`src/core/llbs_pkg.sv`:
```
// package for the ladder bit-logic evaluation core
// assumes a synchronous program memory with one cycle of read latency
package llbs_pkg;

   // ----------------------------------------------------------------
   // instruction word layout
   // ----------------------------------------------------------------
   localparam int OPC_W = 8;
   localparam int OPERAND_W = 16;
   localparam int INSTR_W = OPC_W + OPERAND_W;
   localparam int OPC_LSB = OPERAND_W;
   localparam int OPERAND_LSB = 0;

   // ----------------------------------------------------------------
   // default sizes
   // ----------------------------------------------------------------
   localparam int PROG_AW_DEF = 10;
   localparam int STACK_DEPTH_DEF = 8;

   // ----------------------------------------------------------------
   // function codes; end keeps its fixed code 01
   // ----------------------------------------------------------------
   typedef enum logic [OPC_W-1:0] {
      LLBS_OP_NOP = 8'h00,
      LLBS_OP_END = 8'h01,
      LLBS_OP_LOAD = 8'h10,
      LLBS_OP_LOAD_INV = 8'h11,
      LLBS_OP_AND = 8'h12,
      LLBS_OP_AND_INV = 8'h13,
      LLBS_OP_OR = 8'h14,
      LLBS_OP_OR_INV = 8'h15,
      LLBS_OP_BLOCK_AND = 8'h16,
      LLBS_OP_BLOCK_OR = 8'h17,
      LLBS_OP_OUT = 8'h18,
      LLBS_OP_OUT_INV = 8'h19
   } llbs_opcode_e;

   // ----------------------------------------------------------------
   // sequencer states
   // ----------------------------------------------------------------
   typedef enum logic [2:0] {
      LLBS_ST_SEEK_WAIT = 3'b000,
      LLBS_ST_SEEK_CHECK = 3'b001,
      LLBS_ST_FETCH = 3'b010,
      LLBS_ST_LATCH = 3'b011,
      LLBS_ST_EXEC = 3'b100
   } llbs_state_e;

   // ----------------------------------------------------------------
   // reset values
   // ----------------------------------------------------------------
   localparam logic RST_COND = 1'b0;
   localparam logic RST_LINE_OPEN = 1'b0;

endpackage : llbs_pkg

```
`src/core/llbs_cond_stack.sv`:
```
// saved execution condition buffer, last in first out
// assumes the caller never pushes and pops in the same cycle
`timescale 1ns/1ns
module llbs_cond_stack #(
   parameter int DEPTH = llbs_pkg::STACK_DEPTH_DEF
) (
   input wire logic clock,
   input wire logic sys_rst,
   input wire logic clear,
   input wire logic push,
   input wire logic pop,
   input wire logic push_data,
   output logic top,
   output logic empty,
   output logic full
);

   localparam int CNT_W = $clog2(DEPTH + 1);

   typedef struct packed {
      logic [DEPTH-1:0] bits;
      logic [CNT_W-1:0] count;
   } llbs_stack_s;

   llbs_stack_s st_reg;
   llbs_stack_s st_next;

   // ----------------------------------------------------------------
   // shift register: newest entry always in bit 0
   // ----------------------------------------------------------------
   always_comb begin
      st_next = st_reg;
      if (clear) begin
         st_next.bits = '0;
         st_next.count = '0;
      end else if (push && !full) begin
         // a push into a full buffer is dropped; caller flags it
         st_next.bits = {st_reg.bits[DEPTH-2:0], push_data};
         st_next.count = st_reg.count + CNT_W'(1);
      end else if (pop && !empty) begin
         st_next.bits = {1'b0, st_reg.bits[DEPTH-1:1]};
         st_next.count = st_reg.count - CNT_W'(1);
      end
   end

   always_ff @(posedge clock or posedge sys_rst) begin
      if (sys_rst) begin
         st_reg <= '0;
      end else begin
         st_reg <= st_next;
      end
   end

   // status straight from the held count
   assign top = st_reg.bits[0];
   assign empty = (st_reg.count == '0);
   assign full = (st_reg.count == CNT_W'(DEPTH));

endmodule : llbs_cond_stack

```
`src/core/llbs_core.sv`:
```
// ladder bit-logic evaluation core: scans a program of bit instructions
// assumes program memory and bit image run on CLOCK, memory reads one cycle late
`timescale 1ns/1ns

module llbs_core #(
   parameter int PROG_AW = llbs_pkg::PROG_AW_DEF,
   parameter int STACK_DEPTH = llbs_pkg::STACK_DEPTH_DEF
) (
   input wire logic CLOCK,
   input wire logic SYS_RST,
   output logic [PROG_AW-1:0] PROG_ADDR,
   input wire logic [llbs_pkg::INSTR_W-1:0] PROG_DATA,
   output logic [llbs_pkg::OPERAND_W-1:0] BIT_RD_ADDR,
   input wire logic BIT_RD_DATA,
   output logic BIT_WR_EN,
   output logic [llbs_pkg::OPERAND_W-1:0] BIT_WR_ADDR,
   output logic BIT_WR_DATA,
   output logic SCAN_END,
   output logic RUNNING,
   output logic NO_END_FOUND,
   output logic STACK_ERROR,
   output logic CONDITION
);

   // ----------------------------------------------------------------
   // state of the sequencer
   // ----------------------------------------------------------------
   typedef struct packed {
      llbs_pkg::llbs_state_e state;
      logic [PROG_AW-1:0] pc;
      logic [llbs_pkg::INSTR_W-1:0] instr;
      logic cond;
      logic line_open;
      logic running;
      logic no_end;
      logic err;
      logic scan_end;
      logic wr_en;
      logic [llbs_pkg::OPERAND_W-1:0] wr_addr;
      logic wr_data;
   } llbs_core_s;

   llbs_core_s core_reg;
   llbs_core_s core_next;

   logic stk_clear;
   logic stk_push;
   logic stk_pop;
   logic stk_top;
   logic stk_empty;
   logic stk_full;

   localparam logic [PROG_AW-1:0] PC_LAST = {PROG_AW{1'b1}};

   // ----------------------------------------------------------------
   // field helpers
   // ----------------------------------------------------------------
   function automatic logic [llbs_pkg::OPC_W-1:0] opc_of(
      input logic [llbs_pkg::INSTR_W-1:0] w
   );
      opc_of = w[llbs_pkg::OPC_LSB +: llbs_pkg::OPC_W];
   endfunction : opc_of

   function automatic logic [llbs_pkg::OPERAND_W-1:0] operand_of(
      input logic [llbs_pkg::INSTR_W-1:0] w
   );
      operand_of = w[llbs_pkg::OPERAND_LSB +: llbs_pkg::OPERAND_W];
   endfunction : operand_of

   // ----------------------------------------------------------------
   // saved-condition buffer
   // ----------------------------------------------------------------
   llbs_cond_stack #(
      .DEPTH(STACK_DEPTH)
   ) u_stack (
      .clock(CLOCK),
      .sys_rst(SYS_RST),
      .clear(stk_clear),
      .push(stk_push),
      .pop(stk_pop),
      .push_data(core_reg.cond),
      .top(stk_top),
      .empty(stk_empty),
      .full(stk_full)
   );

   // ----------------------------------------------------------------
   // next-state logic: seek end, then fetch, latch, execute
   // ----------------------------------------------------------------
   always_comb begin
      logic [llbs_pkg::OPC_W-1:0] opc;
      opc = opc_of(core_reg.instr);
      core_next = core_reg;
      core_next.scan_end = 1'b0;
      core_next.wr_en = 1'b0;
      stk_clear = 1'b0;
      stk_push = 1'b0;
      stk_pop = 1'b0;
      case (core_reg.state)
         llbs_pkg::LLBS_ST_SEEK_WAIT: begin
            // memory word for pc arrives next cycle
            core_next.state = llbs_pkg::LLBS_ST_SEEK_CHECK;
         end
         llbs_pkg::LLBS_ST_SEEK_CHECK: begin
            // nothing runs until an end is known to exist
            if (opc_of(PROG_DATA) == llbs_pkg::LLBS_OP_END) begin
               core_next.pc = '0;
               core_next.no_end = 1'b0;
               core_next.running = 1'b1;
               core_next.state = llbs_pkg::LLBS_ST_FETCH;
            end else begin
               if (core_reg.pc == PC_LAST) begin
                  core_next.no_end = 1'b1;
               end
               core_next.pc = core_reg.pc + PROG_AW'(1);
               core_next.state = llbs_pkg::LLBS_ST_SEEK_WAIT;
            end
         end
         llbs_pkg::LLBS_ST_FETCH: begin
            core_next.state = llbs_pkg::LLBS_ST_LATCH;
         end
         llbs_pkg::LLBS_ST_LATCH: begin
            // holding the word lets the bit address come from a flop
            core_next.instr = PROG_DATA;
            core_next.state = llbs_pkg::LLBS_ST_EXEC;
         end
         llbs_pkg::LLBS_ST_EXEC: begin
            core_next.state = llbs_pkg::LLBS_ST_FETCH;
            core_next.pc = core_reg.pc + PROG_AW'(1);
            case (opc)
               llbs_pkg::LLBS_OP_LOAD, llbs_pkg::LLBS_OP_LOAD_INV: begin
                  if (core_reg.line_open) begin
                     stk_push = 1'b1;
                     if (stk_full) begin
                        core_next.err = 1'b1;
                     end
                  end else begin
                     // fresh line: stale entries are dropped, nothing saved
                     stk_clear = 1'b1;
                  end
                  core_next.cond = BIT_RD_DATA ^ (opc == llbs_pkg::LLBS_OP_LOAD_INV);
                  core_next.line_open = 1'b1;
               end
               llbs_pkg::LLBS_OP_AND: begin
                  core_next.cond = core_reg.cond & BIT_RD_DATA;
               end
               llbs_pkg::LLBS_OP_AND_INV: begin
                  core_next.cond = core_reg.cond & ~BIT_RD_DATA;
               end
               llbs_pkg::LLBS_OP_OR: begin
                  core_next.cond = core_reg.cond | BIT_RD_DATA;
               end
               llbs_pkg::LLBS_OP_OR_INV: begin
                  core_next.cond = core_reg.cond | ~BIT_RD_DATA;
               end
               llbs_pkg::LLBS_OP_BLOCK_AND, llbs_pkg::LLBS_OP_BLOCK_OR: begin
                  // operand field never looked at
                  if (stk_empty) begin
                     core_next.err = 1'b1;
                  end else begin
                     stk_pop = 1'b1; // newest saved entry
                     if (opc == llbs_pkg::LLBS_OP_BLOCK_AND) begin
                        core_next.cond = core_reg.cond & stk_top;
                     end else begin
                        core_next.cond = core_reg.cond | stk_top;
                     end
                  end
               end
               llbs_pkg::LLBS_OP_OUT, llbs_pkg::LLBS_OP_OUT_INV: begin
                  // rewritten each scan, so the bit follows the condition
                  core_next.wr_en = 1'b1;
                  core_next.wr_addr = operand_of(core_reg.instr);
                  core_next.wr_data = core_reg.cond ^ (opc == llbs_pkg::LLBS_OP_OUT_INV);
                  core_next.line_open = 1'b0; // next load starts a new line
               end
               llbs_pkg::LLBS_OP_END: begin
                  core_next.pc = '0;
                  core_next.scan_end = 1'b1;
                  core_next.line_open = 1'b0;
                  stk_clear = 1'b1;
               end
               default: begin
                  // no-op and unknown codes fall through
                  if (core_reg.pc == PC_LAST) begin
                     // end vanished from memory: stop and search again
                     core_next.running = 1'b0;
                     core_next.pc = '0;
                     core_next.state = llbs_pkg::LLBS_ST_SEEK_WAIT;
                  end
               end
            endcase
            if (opc != llbs_pkg::LLBS_OP_END && core_reg.pc == PC_LAST) begin
               core_next.running = 1'b0;
               core_next.pc = '0;
               core_next.state = llbs_pkg::LLBS_ST_SEEK_WAIT;
            end
         end
         default: begin
            core_next.state = llbs_pkg::LLBS_ST_SEEK_WAIT;
         end
      endcase
   end

   // ----------------------------------------------------------------
   // state register
   // ----------------------------------------------------------------
   always_ff @(posedge CLOCK or posedge SYS_RST) begin
      if (SYS_RST) begin
         core_reg <= '0;
         core_reg.state <= llbs_pkg::LLBS_ST_SEEK_WAIT;
         core_reg.cond <= llbs_pkg::RST_COND;
         core_reg.line_open <= llbs_pkg::RST_LINE_OPEN;
      end else begin
         core_reg <= core_next;
      end
   end

   // ----------------------------------------------------------------
   // outputs, all from flops
   // ----------------------------------------------------------------
   assign PROG_ADDR = core_reg.pc;
   assign BIT_RD_ADDR = operand_of(core_reg.instr);
   assign BIT_WR_EN = core_reg.wr_en;
   assign BIT_WR_ADDR = core_reg.wr_addr;
   assign BIT_WR_DATA = core_reg.wr_data;
   assign SCAN_END = core_reg.scan_end;
   assign RUNNING = core_reg.running;
   assign NO_END_FOUND = core_reg.no_end;
   assign STACK_ERROR = core_reg.err; // sticky until reset
   assign CONDITION = core_reg.cond;

endmodule : llbs_core

```
`config.mk`:
```
export PLATFORM = sky130hd
export DESIGN_NAME = llbs_core
export DESIGN_NICKNAME = d
export VERILOG_FILES = /design/src/core/llbs_pkg.sv /design/src/core/llbs_cond_stack.sv /design/src/core/llbs_core.sv
export SDC_FILE = /design/constraint.sdc
export NUM_CORES = 1
export LEC_CHECK = 0
export ABC_AREA = 0
export BUFFER_PORTS_ARGS = -buffer_cell sky130_fd_sc_hd__buf_2
export CORE_UTILIZATION = 45
export DETAILED_ROUTE_END_ITERATION = 16
export PLACE_DENSITY_LB_ADDON = 0.1
export SETUP_SLACK_MARGIN = 0.15
export SKIP_CTS_REPAIR_TIMING = 1
export SLEW_MARGIN = 20
export SYNTH_ARGS = -nofsm -noshare
export SYNTH_HDL_FRONTEND = slang
export SYNTH_SLANG_ARGS = --single-unit
```
`constraint.sdc`:
```
create_clock -name CLOCK -period 2.3 [get_ports CLOCK]
set_input_delay 0.23 -clock CLOCK [delete_from_list [all_inputs] [get_ports CLOCK]]
set_output_delay 0.23 -clock CLOCK [all_outputs]
set_load 0.05 [all_outputs]
```
; ---- Word-level counts from Yosys, hierarchy flattened
; Cells that the tools add are included.
[op_classes]
add_sub_neg = 3
n_eq_ne = 26
n_mux = 37
n_bitwise = 9
reduce_logical = 25
[ops]
columns = cell, count
row1 = $eq 8x5->1 const B, 10
row2 = $mux 12, 5
row3 = $pmux 10 s2, 2
row4 = $mux 1, 20
row5 = $mux 19, 1
row6 = $mux 18, 1
row7 = $eq 8x1->1 const B, 2
row8 = $pmux 3 s5, 1
row9 = $mux 13, 1
row10 = $reduce_or 11->1, 1
row11 = $add 10x1->10 const B, 1
row12 = $eq 10x10->1 const B, 1
row13 = $reduce_or 10->1, 1
row14 = $ne 8x1->1 const B, 1
row15 = $pmux 1 s2, 4
row16 = $reduce_bool 2->1, 4
row17 = $eq 3x2->1 const B, 2
row18 = $ne 2x2->1 const B, 3
row19 = $ne 3x3->1 const B, 2
row20 = $pmux 1 s6, 1
row21 = $reduce_and 2->1, 3
row22 = $reduce_bool 6->1, 1
row23 = $reduce_or 2->1, 3
row24 = $reduce_and 5->1, 1
row25 = other kinds (19), 28
[word_totals]
regBits = 73
out_inout_bits = 49
word_cells = 114

; ---- Longest topological paths before layout
; Gate-level depths: netlist of the first run.
[depth]
depth_word = 8
ltp_mapped = 9
ltp_nobuf = 8

; ---- Cells and area by module
; A second synthesis of the first run with hierarchy kept.
[unflattened]
cells_unflattened = 380
area_unflattened_um2 = 3867.5
[modules_own_cells]
columns = mod, instances, cells_each, area_per_inst_um2, seq_area_each_um2
row1 = llbs_core, 1, 301, 3128.0, 1526.5
row2 = llbs_cond_stack, 1, 79, 739.5, 300.3

; ---- Worst setup path before layout of the first run
; No wires, ideal clock.
[synth_timing]
path_kind = register to register
start = register u_stack.st_reg[1] (netlist bit)
end = register u_stack.st_reg[2] (netlist bit)
arrival_time_ps = 2099
t_required_ps = 2206
slack_ps = 107
stages_incl_launch_ff = 10
n_path_buf = 1
cell_sequence = dfrtp_1 -> buf_2 -> or4b_1 -> and4_1 -> xnor2_1 -> ha_1 -> nor2_1 -> xnor2_1 -> mux2i_1 -> a211oi_1
[synth_via]
elab_chain_cells = 6
[synth_lines]
columns = element, line_no
row1 = from (decl), llbs_cond_stack.sv:25  ; llbs_stack_s st_reg;
row2 = from (signal assigned), llbs_cond_stack.sv:50  ; st_reg <= st_next;
row3 = branches (longest 6 deep; another with $sub 4x1->4), n/a
; Several ways; the timed one is not identified. The select of a mux whose other input is x is not followed.
; A chain may end at the register's enable or synchronous reset.

; ---- Worst setup path in the final report of the first run
[layout_timing]
start = register u_stack.st_reg[0] (netlist bit)
end = register u_stack.st_reg[2] (netlist bit)
; The elaborated chain is that of the path after synthesis.

==> results.txt, run 1 <==
instance count on the critical path - 8
most frequent cells in the layout - 75 x buf_2, 71 x dfrtp_1, 39 x mux2_2
Bufs and invs on worst path - 0
WS Path Type - register to register
CTS tree - built
largest stage delay on the critical path - 0.55 ns
layout overhead on the synthesized area - 13.8%
worst reg-to-reg path cell count - 8
maximum capacitance violations - 0
fraction of met2 tracks used by global routing - 26.6%
nature of the critical path startpoint - register
classification of the worst-slack hold path - input port to asynchronous set/reset pin
part of the total power dissipated in combinational logic - 41.0%
most common cell after layout, fill and taps aside - buf_2
Crit path arrival time - 2.34 ns
total wire length - 7.01 mm
sequential fraction of design power - 37.6%
RSZ-0062 raised after global routing - yes
startpoint of the worst-slack reg-to-reg timing path - u_stack.st_reg[0]
Core Rows - 32
number of sinks handled by clock tree synthesis - 73
Power Internal - 2.93 mW
Worst EP required - 2.55 ns
count of H-tree levels built during CTS - 3
Mapped Cells - 331
worst vdd rail ir drop - 750 µV
antenna violations before repair - 0
number of routed nets with antenna violations - 0
global-route wire length before repair - 11.7 mm
final-layout worst hold slack - -0.00269 ns
Max Slew Vio Count - 0
TritonCTS Buffers - 9
Clock Root Buffer - clkbuf_8
final period demand of the worst path - 2.09 ns
maximum number of pins on one net before global-route repair - 41
net switching share of the total power - 43.7%
Power Density - 1230 mW/mm²
transition time at the pin with the least slew margin - 0.968 ns
crit share post-route - 91.0%
boundary pin count - 76
Pre-antenna DRT Iters - 4
busiest layer in global routing - met2
violated checks - hold timing
antenna diode instance count - 0
total net switching power - 2.27 mW
average wire per cell in the routed design - 14.4 µm
cell type of the slowest stage on the worst timing path - or4b_4
detailed placement HPWL - 4.85 mm
post-synthesis sequential element count - 73
routed via count - 2558
critical path launch point - u_stack.st_reg[0]
Overall Power - 5.20 mW
achievable frequency - 0.478 GHz
routing usage on met3 - 5.61%
worst clock skew - 0.00952 ns
DRC violations left - 0
Port Buf Inserts - 75
final number of hold-violating endpoints - 27
Cell Area, Synth - 0.00373 mm²
clk_lat worst skew - 0.34 ns
number of design-rule violations left by the first detailed-router iteration - 150
Final GP Congestion - 0.747
share of flip-flops with an asynchronous set or reset - 100%
Net count, final - 409
synthesized netlist net count - 361
Max transition margin - 35.1%
part of the Yosys area used for sequential elements - 49.0%
utilization after layout - 53.8%
number of library cell types mapped by synthesis - 52
placeable core region - 0.00789 mm²
average vias per placed instance - 5.27
yosys warns - 0
area after detailed placement - 0.00397 mm²
syn_area_per_cell - 11.3 µm²
number of global-route vias before repair - 2460
summed negative setup slack over all endpoints - 0 ns
largest buffer count on any clock path - 2
Pleak - 2.02 nW
number of synthesized flops with an enable pin - 0
floorplan die area - 0.00865 mm²
status - complete, but fails checks
grt total ovfl - 0
sort of element at the end of the critical path - register
Synth Flop Type - dfrtp_1
proportion of layout cells with a drive suffix above 1 - 42.3%
category of cells accounting for the largest share of critical-path delay - simple AND/OR/NAND/NOR gates
endpoints failing setup - 0
Overall Global Routing Usage - 17.3%
global routing usage on met1 - 23.1%
critical path peak fanout - 4
die extent in y - 93.0 µm
CTS clk-pin slew, worst paths - 0.08 ns
cell area after layout - 0.00424 mm²
Starting Density - 47.3%
x dimension of the die - 93.0 µm
crit-path cells - or4b_4 -> and4_4 -> xnor2_2 -> ha_2 -> nor2_2 -> xnor2_1 -> mux2i_1 -> a211oi_1
clock network power share - 21.3%
[synthesized netlist by cell type (3+ instances only)]
library cell   n  share of area [%]
nor2_1        20                2.0
nand4_1        5               0.84
ha_1           3                1.0
nand3_1        7               0.94
o21ai_0       13                1.7
buf_2          7               0.94
nor2b_1        3               0.50
mux2i_1       13                3.5
nor3_1         6               0.81
nand2_1       18                1.8
buf_4         42                8.5
o32ai_1        5                1.2
a211oi_1       8                1.6
and2_1         4               0.67
dfrtp_1       73                 49
a22oi_1        3               0.60
mux2_2        39                 12
a31oi_1        3               0.50
inv_1         11                1.1
a21oi_1        5               0.67
[layer usage]
metal | routed length (µm) | up-vias | share of wire (%)
li1 | - | 1239 | -
met3 | 457 | 8 | 6.5
met4 | 60 | 0 | 0.86
met5 | 0 | - | 0
met2 | 3220 | 68 | 46
met1 | 3270 | 1243 | 47
[through the flow]
stage               std cells  hold slack [ns]  worst slack, ns
floorplan                 331            0.381            0.166
global placement          468            0.393            0.208
detailed placement        468            0.388            0.161
CTS                       483          0.00837            0.130
global route              485           0.0416           0.0778
finish                    485         -0.00269            0.206
[path summary, 6_finish.rpt]
kind | slack, ns | endpoint
worst max-delay path | 0.21 | u_stack.st_reg[2]
worst min-delay path | -0.003 | BIT_RD_ADDR[6]
worst max register to register | 0.21 | u_stack.st_reg[2]
worst min register to register | 0.47 | STACK_ERROR
max in group asynchronous | 1.62 | u_stack.st_reg[2]
min in group CLOCK | 0.11 | BIT_RD_ADDR[5]
[cell families after synthesis]
kind of cell               share of synthesized area, %
and+or+nand+nor                                    12.3
DFF                                                49.0
buffers and inverters                              11.3
muxes                                              15.9
AOI/OAI and AO/OA                                  9.57
xor gates and xnor gates                          0.940
adders and majority gates                          1.01
[worst register-to-register path, cell delays in order (launching register included)]
cell and delay, ns:
dfrtp_1 0.39, or4b_4 0.55, and4_4 0.23, xnor2_2 0.13, ha_2 0.19, nor2_2 0.09
xnor2_1 0.12, mux2i_1 0.09, a211oi_1 0.21
[power by group through the flow]
stage,sequential [mW],combinational [mW],clock (mW)
final,1.96,2.14,1.11
after global routing,2.02,2.29,1.21
after CTS,1.96,2.13,1.14
after detailed placement,1.98,2.12,0
after global placement,1.97,2.09,0
after floorplan,1.95,1.96,0
[area by class of cell]
| class | instances | area (µm²) |
|---|---|---|
| flip-flops and latches | 73 | 1830 |
| well taps | 102 | 128 |
| repair buffers | 90 | 500 |
| multi-input cells | 194 | 1530 |
| fillers | 727 | 3650 |
| clock buffers | 9 | 124 |
| inverters | 11 | 41.3 |
| clock inverters | 6 | 92.6 |
(Power assumes the default switching activity.)
==> inputs of run 2 (changes only) <==
--- a/config.mk
+++ b/config.mk
@@ -7,7 +7,7 @@
 export LEC_CHECK = 0
 export ABC_AREA = 0
 export BUFFER_PORTS_ARGS = -buffer_cell sky130_fd_sc_hd__buf_2
-export CORE_UTILIZATION = 45
+export CORE_UTILIZATION = 50
 export DETAILED_ROUTE_END_ITERATION = 16
 export PLACE_DENSITY_LB_ADDON = 0.1
 export SETUP_SLACK_MARGIN = 0.15
==> run 2 against run 1 <==
The run now ends clean. Non-clock buffer count increased by 3. Clock power decreased by 10%. Combinational power increased by 2%. Routed wire length decreased by 0.36%. Cell count increased by 0.21%. First-iteration DRC count decreased by 28%.
==> results.txt, run 2 (synthesis results as in run 1) <==
status - completed
floorplan die area - 0.00780 mm²
worst vdd rail ir drop - 816 µV
minimum setup slack among reg-to-reg paths - 0.21 ns
placeable core region - 0.00721 mm²
Core Rows - 31
net switching share of the total power - 44.3%
critical path peak fanout - 6
layout overhead on the synthesized area - 14.0%
Port Buf Inserts - 75
endpoints failing setup - 0
worst clock skew - 0.00724 ns
final period demand of the worst path - 2.09 ns
CTS clk-pin slew, worst paths - 0.08 ns
routed via count - 2569
final number of hold-violating endpoints - 0
final-layout worst hold slack - 0.0511 ns
maximum number of pins on one net before global-route repair - 40
number of design-rule violations left by the first detailed-router iteration - 108
Worst EP required - 2.54 ns
Net count, final - 412
average wire per cell in the routed design - 14.4 µm
maximum capacitance violations - 0
classification of the worst-slack hold path - input port to asynchronous set/reset pin
achievable frequency - 0.479 GHz
clock network power share - 19.5%
sort of element at the end of the critical path - register
detailed placement HPWL - 4.81 mm
Power Internal - 2.85 mW
Clock Root Buffer - clkbuf_8
startpoint of the worst-slack reg-to-reg timing path - core_reg[46]
sequential fraction of design power - 38.0%
antenna violations before repair - 0
Worst Slack Setup Final - 0.212 ns
largest buffer count on any clock path - 2
number of routed nets with antenna violations - 0
total net switching power - 2.27 mW
number of global-route vias before repair - 2441
count of H-tree levels built during CTS - 3
CTS tree - built
part of the total power dissipated in combinational logic - 42.5%
global-route wire length before repair - 11.3 mm
proportion of layout cells with a drive suffix above 1 - 42.9%
WS Path Type - register to register
transition time at the pin with the least slew margin - 0.920 ns
summed negative setup slack over all endpoints - 0 ns
utilization after layout - 58.9%
antenna diode instance count - 0
RSZ-0062 raised after global routing - yes
Max transition margin - 38.2%
nature of the critical path startpoint - register
Max Slew Vio Count - 0
x dimension of the die - 88.3 µm
filler cell count in the final layout - 628
Starting Density - 51.7%
Crit path arrival time - 2.33 ns
DRC violations left - 0
Overall Global Routing Usage - 19.1%
worst reg-to-reg path cell count - 9
grt total ovfl - 0
most common cell after layout, fill and taps aside - buf_2
clk_lat worst skew - 0.34 ns
Pleak - 2.03 nW
most frequent cells in the layout - 75 x buf_2, 71 x dfrtp_1, 39 x mux2_2
total wire length - 6.98 mm
die extent in y - 88.3 µm
Final GP Congestion - 0.799
Pre-antenna DRT Iters - 4
capturing instance or port of the critical path - u_stack.st_reg[2]
crit share post-route - 90.8%
Power Density - 1210 mW/mm²
boundary pin count - 76
average vias per placed instance - 5.29
r2r endpoint - u_stack.st_reg[2]
worst-case setup slack after placement - 0.145 ns
number of sinks handled by clock tree synthesis - 73
TritonCTS Buffers - 9
critical path launch point - core_reg[46]
## run 2: cell count changes in the layout (fill, tap and decap cells not counted), sizes merged
cell | before | now
buf | 90 | 93
bufinv | 2 | 1
clkbuf | 9 | 10
clkinv | 1 | 2
## run 2: how the worst min path moves through the flow
stage	startpoint	end	slack (ns)
floorplan	PROG_DATA[0]	BIT_RD_ADDR[0]	0.38
global placement	SYS_RST	BIT_RD_ADDR[13]	0.44
detailed placement	SYS_RST	BIT_RD_ADDR[13]	0.45
CTS	SYS_RST	BIT_RD_ADDR[3]	0.07
global route	PROG_DATA[15]	BIT_RD_ADDR[15]	0.1
finish	SYS_RST	BIT_WR_ADDR[5]	0.05
## run 2: layer usage
layer	GRT usage [%]	part of all wire, %
met5	0	0
met4	7.92	1.3
met3	4.85	4.4
met2	29.5	47
met1	25.8	48
## run 2: stage by stage
step	total power [mW]	std cells	instance area, µm²
floorplan	3.91	331	3730
global placement	4.07	467	3980
detailed placement	4.11	467	3980
CTS	5.12	483	4170
global route	5.42	486	4250
finish	5.12	486	4250
## run 2: critical path: stages, from the launching register on
cell and delay, ns:
dfrtp_1 0.43, nor4_4 0.31, buf_4 0.19, and4_4 0.26, xnor2_2 0.06, ha_2 0.20
nor2_2 0.13, xnor2_1 0.12, mux2i_1 0.09, a211oi_1 0.20
## run 2: power by group through the flow
stage                     Clock (mW)  Combinational (mW)  Sequential [mW]
after floorplan                    0                1.96             1.95
after CTS                       1.02                2.15             1.94
after global placement             0                2.12             1.95
after detailed placement           0                2.15             1.97
final                          0.997                2.18             1.95
after global routing            1.09                2.33             2.01
## run 2: area by class of cell
type                            count  area [µm²]  area share [%]
Clock buffer                       10         128            3.00
Clock inverter                      6        67.6            1.59
Inverter                           11        41.3           0.972
Multi-Input combinational cell    194        1540            36.1
Sequential cell                    73        1830            43.1
Tap cell                           99         124            2.92
Timing Repair Buffer               93         523            12.3
==> inputs of run 3 (changes only) <==
--- a/config.mk
+++ b/config.mk
@@ -6,11 +6,10 @@
 export NUM_CORES = 1
 export LEC_CHECK = 0
 export ABC_AREA = 0
-export BUFFER_PORTS_ARGS = -buffer_cell sky130_fd_sc_hd__buf_2
-export CORE_UTILIZATION = 50
+export CORE_UTILIZATION = 52
 export DETAILED_ROUTE_END_ITERATION = 16
+export DONT_BUFFER_PORTS = 1
 export PLACE_DENSITY_LB_ADDON = 0.1
-export SETUP_SLACK_MARGIN = 0.15
 export SKIP_CTS_REPAIR_TIMING = 1
 export SLEW_MARGIN = 20
 export SYNTH_ARGS = -nofsm -noshare
==> run 3 against run 2 <==
First-iteration DRC count decreased by 24%. Critical path depth decreased by 1. Via count down 9.7%. Routed wire length decreased by 3.1%. Count of clock-buffer cells in the layout did not move. Largest power group is now sequential cells.
==> results.txt, run 3 (synthesis results as in run 1) <==
global-route wire length before repair - 10.8 mm
total wire length - 6.77 mm
Starting Density - 54.3%
utilization after layout - 57.1%
count of H-tree levels built during CTS - 3
x dimension of the die - 86.7 µm
sequential fraction of design power - 51.3%
antenna diode instance count - 0
proportion of layout cells with a drive suffix above 1 - 28.1%
routed via count - 2320
Power Internal - 2.82 mW
final number of hold-violating endpoints - 0
final period demand of the worst path - 2.18 ns
largest buffer count on any clock path - 2
layout overhead on the synthesized area - 5.30%
total net switching power - 2.21 mW
transition time at the pin with the least slew margin - 0.826 ns
summed negative setup slack over all endpoints - 0 ns
most common cell after layout, fill and taps aside - dfrtp_1
DRC violations left - 0
final-layout worst hold slack - 0.0246 ns
status - completed
filler cell count in the final layout - 610
WS Path Type - register to register
clk_lat worst skew - 0.35 ns
area taken by multi-input logic gates - 0.00149 mm²
number of routed nets with antenna violations - 0
die extent in y - 86.7 µm
Final GP Congestion - 0.807
crit share post-route - 94.8%
busiest layer in global routing - met2
worst clock skew - 0.0125 ns
most frequent cells in the layout - 73 x dfrtp_1, 39 x mux2_2, 27 x buf_4
grt total ovfl - 0
routing usage on met3 - 6.67%
CTS tree - built
Power Density - 1280 mW/mm²
number of design-rule violations left by the first detailed-router iteration - 82
Pleak - 1.76 nW
Port Buf Inserts - 0
floorplan die area - 0.00751 mm²
achievable frequency - 0.459 GHz
fraction of met2 tracks used by global routing - 28.3%
Pre-antenna DRT Iters - 4
average vias per placed instance - 5.52
part of the total power dissipated in combinational logic - 26.8%
CTS clk-pin slew, worst paths - 0.09 ns
number of global-route vias before repair - 2225
maximum number of pins on one net before global-route repair - 26
placeable core region - 0.00687 mm²
antenna violations before repair - 0
endpoints failing setup - 0
Overall Global Routing Usage - 19.0%
global routing usage on met1 - 25.3%
critical path peak fanout - 4
sequential cell area - 0.00183 mm²
Net count, final - 349
Clock Root Buffer - clkbuf_8
Max Slew Vio Count - 0
clock network power share - 22.0%
sort of element at the end of the critical path - register
Crit path arrival time - 2.43 ns
maximum capacitance violations - 0
average wire per cell in the routed design - 16.1 µm
Max transition margin - 44.5%
number of sinks handled by clock tree synthesis - 73
Core Rows - 30
classification of the worst-slack hold path - input port to register
TritonCTS Buffers - 9
worst-case setup slack after placement - 0.0395 ns
nature of the critical path startpoint - register
RSZ-0062 raised after global routing - no
worst vdd rail ir drop - 977 µV
detailed placement HPWL - 4.76 mm
boundary pin count - 76
Worst EP required - 2.55 ns
Worst Slack Setup Final - 0.119 ns
net switching share of the total power - 44.0%
-- run 3: changes by cell type in the layout (fill, tap and decap cells not counted), moves of 2 or more --
| cell | delta |
|---|---|
| clkinvlp_4 | -2 |
| dlygate4sd3_1 | +3 |
| buf_2 | -75 |
| ha_1 | +2 |
| buf_4 | +10 |
| dfrtp_1 | +2 |
| dfrtp_2 | -2 |
-- run 3: path summary, 6_finish.rpt --
kind | start | end | slack (ns) | cells after the start
setup reg to reg | u_stack.st_reg[0] | u_stack.st_reg[2] | 0.12 | 8
max in group asynchronous | SYS_RST | u_stack.st_reg[2] | 1.34 | 3
hold reg to reg | core_reg[22] | core_reg[22] | 0.54 | 1
hold / removal | PROG_DATA[17] | core_reg[41] | 0.02 | 1
setup / recovery | u_stack.st_reg[0] | u_stack.st_reg[2] | 0.12 | 8
min in group asynchronous | SYS_RST | BIT_RD_ADDR[15] | 0.31 | 2
-- run 3: per-stage QoR --
step	power, mW	area, µm²	cells
floorplan	3.91	3730	331
global placement	3.91	3650	399
detailed placement	3.95	3650	399
CTS	5.07	3870	415
global route	5.29	3930	420
finish	5.03	3930	420
-- run 3: final cells by class --
class,count,share of cell area [%]
sequential,73,46.5
multi-input combinational,194,37.8
timing repair buffer,30,5.93
clock buffer,10,3.25
tap,96,3.06
clock inverter,6,2.33
inverter,11,1.05
-- run 3: power groups by stage --
stage	registers, mW	clock network, mW	logic (mW)
floorplan	1.95	0	1.96
global route	2.63	1.19	1.47
finish	2.58	1.10	1.35
global placement	2.60	0	1.31
CTS	2.58	1.14	1.35
detailed placement	2.61	0	1.34
-- run 3: metal layers --
layer	vias to the layer above	part of all wire [%]	wire, µm
met3	8	5.9	402
met1	1132	47	3160
met2	68	46	3120
met5	-	0	0
li1	1112	-	-
met4	0	1.3	86
-- run 3: worst max-delay path, stage by stage (launching register included) --
cell,delay (ns)
dfrtp_1,0.38
or4b_4,0.55
and4_4,0.23
xnor2_1,0.12
ha_1,0.20
nor2_1,0.14
xnor2_1,0.14
mux2i_1,0.09
a211oi_1,0.23
